<file path="src/ffrs_pkg.sv">
/*
  Package for the fault flag and output range select register bank:
  register offsets, field positions, reset values, range limits and the
  packed carriers that the top level and the range selector share.
  Assumes an 8-bit register pointer reached through a two-wire serial port.
*/
package ffrs_pkg;

  // register offsets
  localparam logic [7:0] FFRS_OFS_FLAGS      = 8'h18;
  localparam logic [7:0] FFRS_OFS_RANGE_HIGH = 8'h1C;
  localparam logic [7:0] FFRS_OFS_RANGE_LOW  = 8'h1D;

  // field positions in the fault register
  localparam int FFRS_BIT_OVERCURRENT   = 7;
  localparam int FFRS_BIT_SHORT_CIRCUIT = 4;
  localparam int FFRS_BIT_UNDERVOLTAGE  = 1;

  // values after reset
  localparam logic [2:0] FFRS_FLAGS_RESET      = 3'h0;
  localparam logic [1:0] FFRS_RANGE_HIGH_RESET = 2'h2;
  localparam logic [1:0] FFRS_RANGE_LOW_RESET  = 2'h1;

  // serial frame counts
  localparam logic [3:0] FFRS_BITS_PER_BYTE = 4'h8;

  // range limits in microvolts, codes 00 to 11
  localparam logic [22:0] FFRS_RANGE0_MIN_UV = 23'd303125;
  localparam logic [22:0] FFRS_RANGE0_MAX_UV = 23'd700000;
  localparam logic [22:0] FFRS_RANGE1_MIN_UV = 23'd606250;
  localparam logic [22:0] FFRS_RANGE1_MAX_UV = 23'd1400000;
  localparam logic [22:0] FFRS_RANGE2_MIN_UV = 23'd1212500;
  localparam logic [22:0] FFRS_RANGE2_MAX_UV = 23'd2800000;
  localparam logic [22:0] FFRS_RANGE3_MIN_UV = 23'd2425000;
  localparam logic [22:0] FFRS_RANGE3_MAX_UV = 23'd5600000;

  // protection events from the analog side
  typedef struct packed {
    logic overcurrent;
    logic short_circuit;
    logic input_undervoltage;
  } ffrs_event_type;

  // active output range handed to the regulation loop
  typedef struct packed {
    logic [1:0]  code;
    logic [22:0] min_uv;
    logic [22:0] max_uv;
  } ffrs_range_type;

endpackage

</file>
<file path="src/ffrs_range_select.sv">
/*
  Output range selector: picks the high-select or low-select range field
  by the synchronised voltage-select level and decodes it to limits.
  Assumes both fields and the select level are already on clk.
*/
`timescale 1ns/1ps
module ffrs_range_select (
  // clock and reset
  input  wire logic                    clk,
  input  wire logic                    reset_n,
  // selection
  input  wire logic                    voltage_select,
  input  wire logic [1:0]              high_select_range_field,
  input  wire logic [1:0]              low_select_range_field,
  // result
  output ffrs_pkg::ffrs_range_type     active_range
);
  import ffrs_pkg::*;

  // both fields share one decode
  function automatic ffrs_range_type decode_range(input logic [1:0] code);
    ffrs_range_type r;
    r.code = code;
    case (code)
      2'h0: begin
        r.min_uv = FFRS_RANGE0_MIN_UV;
        r.max_uv = FFRS_RANGE0_MAX_UV;
      end
      2'h1: begin
        r.min_uv = FFRS_RANGE1_MIN_UV;
        r.max_uv = FFRS_RANGE1_MAX_UV;
      end
      2'h2: begin
        r.min_uv = FFRS_RANGE2_MIN_UV;
        r.max_uv = FFRS_RANGE2_MAX_UV;
      end
      default: begin
        r.min_uv = FFRS_RANGE3_MIN_UV;
        r.max_uv = FFRS_RANGE3_MAX_UV;
      end
    endcase
    return r;
  endfunction

  // registered so the loop sees clean limits; follows the pin live
  always_ff @(posedge clk) begin
    if (!reset_n) begin
      active_range <= decode_range(FFRS_RANGE_LOW_RESET);
    end else if (voltage_select) begin
      active_range <= decode_range(high_select_range_field);
    end else begin
      active_range <= decode_range(low_select_range_field);
    end
  end

endmodule // ffrs_range_select

</file>
<file path="src/ffrs_top.sv">
/*
  Fault flag and output range select register bank behind a two-wire
  serial slave port (start, address, pointer, data, auto-increment).
  Assumes scl and sda are slow against clk (25 MHz, 400 kHz bus at most)
  and that protection events and pins come from outside the clock domain.
*/
//
// Behaviour
// - overcurrent sets sticky bit 7 of fault register
// - short circuit sets sticky bit 4
// - undervoltage while enabled sets sticky bit 1
// - select pin high uses high-select range field
// - select pin low uses low-select range field
// - range codes decode to four min/max voltage limit pairs
// - flags and range fields readable and writable
`timescale 1ns/1ps
module ffrs_top #(
  parameter logic [6:0] SLAVE_ADDR = 7'h2A // arbitrary bus address
) (
  // clock and reset
  input  wire logic                    clk,
  input  wire logic                    reset_n,
  // serial port pins
  input  wire logic                    scl_i,
  input  wire logic                    sda_i,
  output logic                         sda_o,
  output logic                         sda_oe,
  // analog side
  input  ffrs_pkg::ffrs_event_type     protection_event,
  input  wire logic                    converter_enable,
  input  wire logic                    voltage_select_pin,
  // outputs to the regulation loop
  output ffrs_pkg::ffrs_event_type     event_flags,
  output ffrs_pkg::ffrs_range_type     active_range
);
  import ffrs_pkg::*;

  typedef enum logic [3:0] {
    ST_IDLE, ST_ADDR, ST_ADDR_ACK, ST_PTR, ST_PTR_ACK,
    ST_WDATA, ST_WDATA_ACK, ST_RDATA, ST_RDATA_ACK
  } ffrs_state_type;

  // two-flop synchronisers; stage one feeds stage two only
  logic [6:0] sync1_q;
  logic [6:0] sync2_q;
  logic       scl_d1_q;
  logic       sda_d1_q;

  logic                    overcurrent_event_flag_q;
  logic                    short_circuit_event_flag_q;
  logic                    input_undervoltage_event_flag_q;
  logic [1:0]              high_select_range_field_q;
  logic [1:0]              low_select_range_field_q;

  ffrs_state_type state_q;
  logic [3:0]     bit_cnt_q;
  logic [7:0]     rx_q;
  logic [7:0]     tx_q;
  logic [7:0]     ptr_q;
  logic           master_nack_q;
  logic           wr_stb_q;
  logic [7:0]     wr_addr_q;
  logic [7:0]     wr_data_q;

  logic [7:0]     rd_data;

  logic scl_s;
  logic sda_s;
  logic scl_rise;
  logic scl_fall;
  logic start_cond;
  logic stop_cond;
  logic byte_done;

  // register read mux; reserved bits and unmapped offsets read zero
  function automatic logic [7:0] reg_read(input logic [7:0] ofs);
    logic [7:0] v;
    v = 8'h00;
    case (ofs)
      FFRS_OFS_FLAGS: begin
        v[FFRS_BIT_OVERCURRENT]   = overcurrent_event_flag_q;
        v[FFRS_BIT_SHORT_CIRCUIT] = short_circuit_event_flag_q;
        v[FFRS_BIT_UNDERVOLTAGE]  = input_undervoltage_event_flag_q;
      end
      FFRS_OFS_RANGE_HIGH: v[1:0] = high_select_range_field_q;
      FFRS_OFS_RANGE_LOW:  v[1:0] = low_select_range_field_q;
      default:             v = 8'h00;
    endcase
    return v;
  endfunction

  // byte about to be shifted out; a process, so flag changes are seen too
  always_comb begin
    rd_data = reg_read(ptr_q);
  end

  // synchronise pins and events before any logic looks at them
  always_ff @(posedge clk) begin
    if (!reset_n) begin
      sync1_q <= 7'h60; // bus lines idle high, so no false edge after reset
      sync2_q <= 7'h60;
    end else begin
      sync1_q <= {scl_i, sda_i, protection_event, converter_enable, voltage_select_pin};
      sync2_q <= sync1_q;
    end
  end

  // delayed copies for edge detection, idle bus is high
  always_ff @(posedge clk) begin
    if (!reset_n) begin
      scl_d1_q <= 1'b1;
      sda_d1_q <= 1'b1;
    end else begin
      scl_d1_q <= scl_s;
      sda_d1_q <= sda_s;
    end
  end

  assign scl_s      = sync2_q[6];
  assign sda_s      = sync2_q[5];
  assign scl_rise   = scl_s & ~scl_d1_q;
  assign scl_fall   = ~scl_s & scl_d1_q;
  assign start_cond = scl_s & scl_d1_q & sda_d1_q & ~sda_s;
  assign stop_cond  = scl_s & scl_d1_q & ~sda_d1_q & sda_s;
  assign byte_done  = (bit_cnt_q == FFRS_BITS_PER_BYTE);

  // sample bits on rising scl; data bytes and master acknowledge
  always_ff @(posedge clk) begin
    if (!reset_n) begin
      rx_q          <= 8'h00;
      master_nack_q <= 1'b1;
    end else if (scl_rise) begin
      if (state_q == ST_ADDR || state_q == ST_PTR || state_q == ST_WDATA) begin
        rx_q <= {rx_q[6:0], sda_s};
      end
      if (state_q == ST_RDATA_ACK) begin
        master_nack_q <= sda_s;
      end
    end
  end

  // protocol sequencer; drives sda only on falling scl so data is stable high
  always_ff @(posedge clk) begin
    if (!reset_n) begin
      state_q   <= ST_IDLE;
      bit_cnt_q <= 4'h0;
      tx_q      <= 8'h00;
      ptr_q     <= 8'h00;
      sda_oe    <= 1'b0;
      wr_stb_q  <= 1'b0;
      wr_addr_q <= 8'h00;
      wr_data_q <= 8'h00;
    end else begin
      wr_stb_q <= 1'b0;
      if (start_cond) begin
        state_q   <= ST_ADDR;   // repeated start keeps the pointer
        bit_cnt_q <= 4'h0;
        sda_oe    <= 1'b0;
      end else if (stop_cond) begin
        state_q <= ST_IDLE;
        sda_oe  <= 1'b0;
      end else if (scl_rise && state_q != ST_IDLE && !byte_done) begin
        bit_cnt_q <= bit_cnt_q + 4'h1;
      end else if (scl_fall) begin
        case (state_q)
          ST_ADDR: begin
            if (byte_done) begin
              if (rx_q[7:1] == SLAVE_ADDR) begin
                state_q <= ST_ADDR_ACK;
                sda_oe  <= 1'b1;
              end else begin
                state_q <= ST_IDLE;  // not ours, stay off the bus
              end
            end
          end
          ST_ADDR_ACK: begin
            bit_cnt_q <= 4'h0;
            if (rx_q[0]) begin
              tx_q    <= rd_data;
              sda_oe  <= ~rd_data[7];
              ptr_q   <= ptr_q + 8'h01;
              state_q <= ST_RDATA;
            end else begin
              sda_oe  <= 1'b0;
              state_q <= ST_PTR;
            end
          end
          ST_PTR: begin
            if (byte_done) begin
              ptr_q   <= rx_q;
              sda_oe  <= 1'b1;
              state_q <= ST_PTR_ACK;
            end
          end
          ST_WDATA: begin
            if (byte_done) begin
              wr_stb_q  <= 1'b1;
              wr_addr_q <= ptr_q;
              wr_data_q <= rx_q;
              ptr_q     <= ptr_q + 8'h01;
              sda_oe    <= 1'b1;
              state_q   <= ST_WDATA_ACK;
            end
          end
          ST_PTR_ACK, ST_WDATA_ACK: begin
            bit_cnt_q <= 4'h0;
            sda_oe    <= 1'b0;
            state_q   <= ST_WDATA;
          end
          ST_RDATA: begin
            if (byte_done) begin
              sda_oe  <= 1'b0;     // release for master acknowledge
              state_q <= ST_RDATA_ACK;
            end else begin
              tx_q   <= {tx_q[6:0], 1'b0};
              sda_oe <= ~tx_q[6];
            end
          end
          ST_RDATA_ACK: begin
            bit_cnt_q <= 4'h0;
            if (master_nack_q) begin
              state_q <= ST_IDLE;
            end else begin
              tx_q    <= rd_data;
              sda_oe  <= ~rd_data[7];
              ptr_q   <= ptr_q + 8'h01;
              state_q <= ST_RDATA;
            end
          end
          default: begin
            sda_oe <= 1'b0;
          end
        endcase
      end
    end
  end

  assign sda_o = 1'b0; // open drain: only ever pulls low

  // sticky fault flags; an event in the clearing cycle still sets the flag
  always_ff @(posedge clk) begin
    if (!reset_n) begin
      {overcurrent_event_flag_q, short_circuit_event_flag_q,
       input_undervoltage_event_flag_q} <= FFRS_FLAGS_RESET;
    end else begin
      overcurrent_event_flag_q <= sync2_q[4]
        | ((wr_stb_q && wr_addr_q == FFRS_OFS_FLAGS)
           ? wr_data_q[FFRS_BIT_OVERCURRENT] : overcurrent_event_flag_q);
      short_circuit_event_flag_q <= sync2_q[3]
        | ((wr_stb_q && wr_addr_q == FFRS_OFS_FLAGS)
           ? wr_data_q[FFRS_BIT_SHORT_CIRCUIT] : short_circuit_event_flag_q);
      // undervoltage only counts once the converter is enabled
      input_undervoltage_event_flag_q <= (sync2_q[2] & sync2_q[1])
        | ((wr_stb_q && wr_addr_q == FFRS_OFS_FLAGS)
           ? wr_data_q[FFRS_BIT_UNDERVOLTAGE] : input_undervoltage_event_flag_q);
    end
  end

  // range fields; no lock while running, software must order its writes
  always_ff @(posedge clk) begin
    if (!reset_n) begin
      high_select_range_field_q <= FFRS_RANGE_HIGH_RESET;
      low_select_range_field_q  <= FFRS_RANGE_LOW_RESET;
    end else if (wr_stb_q) begin
      if (wr_addr_q == FFRS_OFS_RANGE_HIGH) begin
        high_select_range_field_q <= wr_data_q[1:0];
      end
      if (wr_addr_q == FFRS_OFS_RANGE_LOW) begin
        low_select_range_field_q <= wr_data_q[1:0];
      end
    end
  end

  assign event_flags = '{overcurrent:        overcurrent_event_flag_q,
                         short_circuit:      short_circuit_event_flag_q,
                         input_undervoltage: input_undervoltage_event_flag_q};

  // active range by the synchronised select pin
  ffrs_range_select u_range_select (
    .clk                     (clk),
    .reset_n                 (reset_n),
    .voltage_select          (sync2_q[0]),
    .high_select_range_field (high_select_range_field_q),
    .low_select_range_field  (low_select_range_field_q),
    .active_range            (active_range)
  );

endmodule // ffrs_top

</file>
<file path="config.mk">
export PLATFORM = sky130hd
export DESIGN_NAME = ffrs_top
export DESIGN_NICKNAME = d
export VERILOG_FILES = /design/src/ffrs_pkg.sv /design/src/ffrs_range_select.sv /design/src/ffrs_top.sv
export SDC_FILE = /design/constraint.sdc
export NUM_CORES = 1
export LEC_CHECK = 0
export ABC_AREA = 1
export BUFFER_PORTS_ARGS = -buffer_cell sky130_fd_sc_hd__buf_2
export CORE_MARGIN = 5
export CORE_UTILIZATION = 40
export DETAILED_ROUTE_END_ITERATION = 7
export SETUP_SLACK_MARGIN = 0.1
export SLEW_MARGIN = 20
export SYNTH_ARGS = -nofsm -noshare
export SYNTH_HDL_FRONTEND = slang
export SYNTH_SLANG_ARGS = --single-unit
export TNS_END_PERCENT = 50
</file>
<file path="constraint.sdc">
create_clock -name clk -period 1.36 [get_ports clk]
set_input_delay 0.272 -clock clk [delete_from_list [all_inputs] [get_ports clk]]
set_output_delay 0.272 -clock clk [all_outputs]
set_load 0.05 [all_outputs]
</file>
==> impl_metrics.ini <==
[run_status]
status = finished, violations left
violations = negative setup slack

[cts]
cts_tree = built
clockBufferDepth = 2
insertion_delay_ps = 350
root_buffer = clkbuf_8
cts_inserted_buffers = 9
path_clk_slew_ps = 90
clock_sinks = 84
cts.htree.levels = 3
cts-hold-fix-buffers = 0

[synthesis]
synth-seq-area-share_pct = 39.5
postSynthCellCount = 599
yosysMostFrequentCell = nand2_1
async_flop_share_pct = 0
synth_edf_count = 0
synth_area_leaders = dfxtp_1, nand2_1, nor2_1, buf_4, inv_1
yosysWarnings = 0
synth.avg_cell_area_sq_um = 7.11
synth_top_area_share_pct = 39.5
synth_common_cells = nand2_1, dfxtp_1, nor2_1, inv_1, buf_4
synth_cell_types = 37
yosys.area.top_type = dfxtp_1
synth-seq-cells = 84
synth_area_sq_um = 4260
yosys_most_used_dff = dfxtp_1

[route]
drtPass1Iterations = 5
drt_iter0_markers = 217
drt-vias-per-instance = 4.75
wl_met2_mm = 5.37
ant_nets = 0
wl_per_cell_um = 12.8
dr_total_vias = 3974
wl_met3_um = 519
m1WireLength_mm = 4.63
top_layer = met4
routed_wirelength_mm = 10.7
drc = 0

[grt]
grt_first_pass_wirelength_mm = 16.9
grt_pass1_vias = 3618
grt_usage_pct = 16.1
antenna_found_initial = 0
overflow = 0
grt_max_degree = 50

[cells_and_area]
layout.cells.non_filler = 837
drive_gt1_share_pct = 35.7
antenna_cells = 0
area_growth_pct = 33.3
fill_cells = 957
final_util_pct = 54.8
fin_nets = 723

[sta]
finalCritPeriodShare_pct = 109
clock.fmax_mhz = 675
drv_slew = 0
fin_crit_ps = 1480
finalSetupViolCount = 34
final_hold_viol_count = 0
setup_ws_ps = -122
rsz0062_at_grt = yes
clock_skew_ps = 9.25

[worst_hold_path]
hold_path.startpoint = converter_enable
min_to = sync1_q[1]$_SDFF_PN0_
hold_depth = 3
hold_path_class = in2reg

[critical_path]
path_cells = inv_4, nor2_4, nand2_4, nand2_2, inv_2, nand2_4, nand3_2, nor2_4, nand2_1, nand2_1, nor2_1
r2r_start = state_q[2]$_SDFFE_PP0P_
slowest_delay_ps = 390
path_depth = 11
rr_worst_depth = 11
cp_data_required_time_ps = 1610
crit_path_max_fanout = 6
cp-end-kind = register
path_delay_family = simple AND/OR/NAND/NOR gates
cpMaxStageDelayCell = dfxtp_4
cp-start-kind = register
reg2reg_to = ptr_q[3]$_SDFFE_PN0P_
r2r_setup_slack_ps = -120
worstPathArrival_ps = 1730
crit_type = reg2reg
critPathBufInv = 2

[floorplanning]
core_area_sq_um = 10400
die_w_um = 113
std_cell_rows = 37
die_h_um = 113
start_util_pct = 41.1
die_area_sq_um = 12800
io_pins = 62

[placed_design]
place_congestion = 0.895
port_buffers = 49
dp_cells = 812
post-dp-hpwl_mm = 7.66
dp_slack_ps = -187

[power_and_ir_drop]
powerDensity_nw_per_um2 = 856
ir_drop_v = 0.000536
leakagePower_nw = 2.77
power_w = 0.00486

[run]
cap_violations = 0
[area by class of cell]
cell class                 instances  area, sq um  area share [%]
clock buffer                       9          124            2.18
clock inverter                     6         72.6            1.28
inverter                          73          290            5.11
multi-input combinational        405         2290            40.4
sequential                        84         1710            30.2
tap                              136          170            3.00
timing repair buffer             122         1000            17.6
timing repair inverter             2         12.5           0.220
[cell families after synthesis]
family	Yosys count	share of synthesized area, %
AND/OR/NAND/NOR	297	31.1
buffers and inverters	123	14.5
flip-flops	84	39.5
AO/OA/AOI/OAI	76	9.69
adder cells (fa/ha/maj)	17	4.99
XOR/XNOR	1	0.206
other	1	0.0880
[worst max-delay path by stage]
stage / start / end / slack, ps
after global placement: bit_cnt_q[1]$_SDFFE_PP0P_ / ptr_q[1]$_SDFFE_PN0P_ / -140
after detailed placement: bit_cnt_q[1]$_SDFFE_PP0P_ / ptr_q[1]$_SDFFE_PN0P_ / -190
after floorplan: state_q[2]$_SDFFE_PP0P_ / wr_addr_q[2]$_SDFFE_PN0P_ / -70
final: state_q[2]$_SDFFE_PP0P_ / ptr_q[3]$_SDFFE_PN0P_ / -120
after CTS: bit_cnt_q[0]$_SDFFE_PP0P_ / state_q[0]$_SDFFE_PN0P_ / -90
after global routing: bit_cnt_q[0]$_SDFFE_PP0P_ / state_q[0]$_SDFFE_PN0P_ / -220
[timing repair]
action,in CTS,in global routing
endpoints found under the setup margin,69,87
gates cloned,1,3
pin swaps,13,14
gates resized for setup,57,106
buffers inserted,5,1
[sequential cells by signal, summed over array words and instances, names as in the netlist, 2 cells and up]
signal                       flops
tx_q                             7
low_select_range_field_q         2
state_q                          4
rx_q                             8
bit_cnt_q                        4
sync1_q                          7
wr_addr_q                        8
u_range_select.active_range     15
ptr_q                            8
high_select_range_field_q        2
wr_data_q                        4
sync2_q                          7
[where the power goes]
group	switching (W)	internal, W
Combinational	0.000365	0.000163
Sequential	0.0000303	0.00250
Clock	0.000950	0.000857
Total	0.00135	0.00352
[cells in the final DEF (no fill, tap or decap), types with 13 or more instances in the layout]
master | netlist | final
nand2_1 | 144 | 128
buf_4 | 37 | 76
nor2_1 | 76 | 68
dfxtp_1 | 84 | 67
inv_1 | 66 | 58
o21ai_0 | 32 | 26
nand3_1 | 29 | 24
a21oi_1 | 27 | 20
buf_2 | 5 | 17
ha_1 | 17 | 16
dfxtp_2 | 0 | 13
[worst reg2reg max path: stages, from the launching register on]
cell     delay (ps)
dfxtp_4         390
inv_4            50
nor2_4          150
nand2_4          90
nand2_2          70
inv_2            50
nand2_4         110
nand3_2         100
nor2_4          190
nand2_1          80
nand2_1          60
nor2_1           40
[through the flow]
stage	setup TNS, ps	cell area, sq um	hold WS (ps)
2_1_floorplan	-324	4340	370
3_5_place_dp	-2450	4930	402
4_1_cts	-1180	5350	79.6
5_1_grt	-5100	5680	79.7
6_report	-2000	5680	89.9
3_3_place_gp	-1710	4930	394
[routing by layer]
layer | track usage (%) | vias up
met5 | 0 | -
met4 | 5.69 | 0
met3 | 3.42 | 22
met2 | 27.5 | 105
met1 | 19.9 | 1799
li1 | - | 2048
Power figures use the tool's default switching activity.
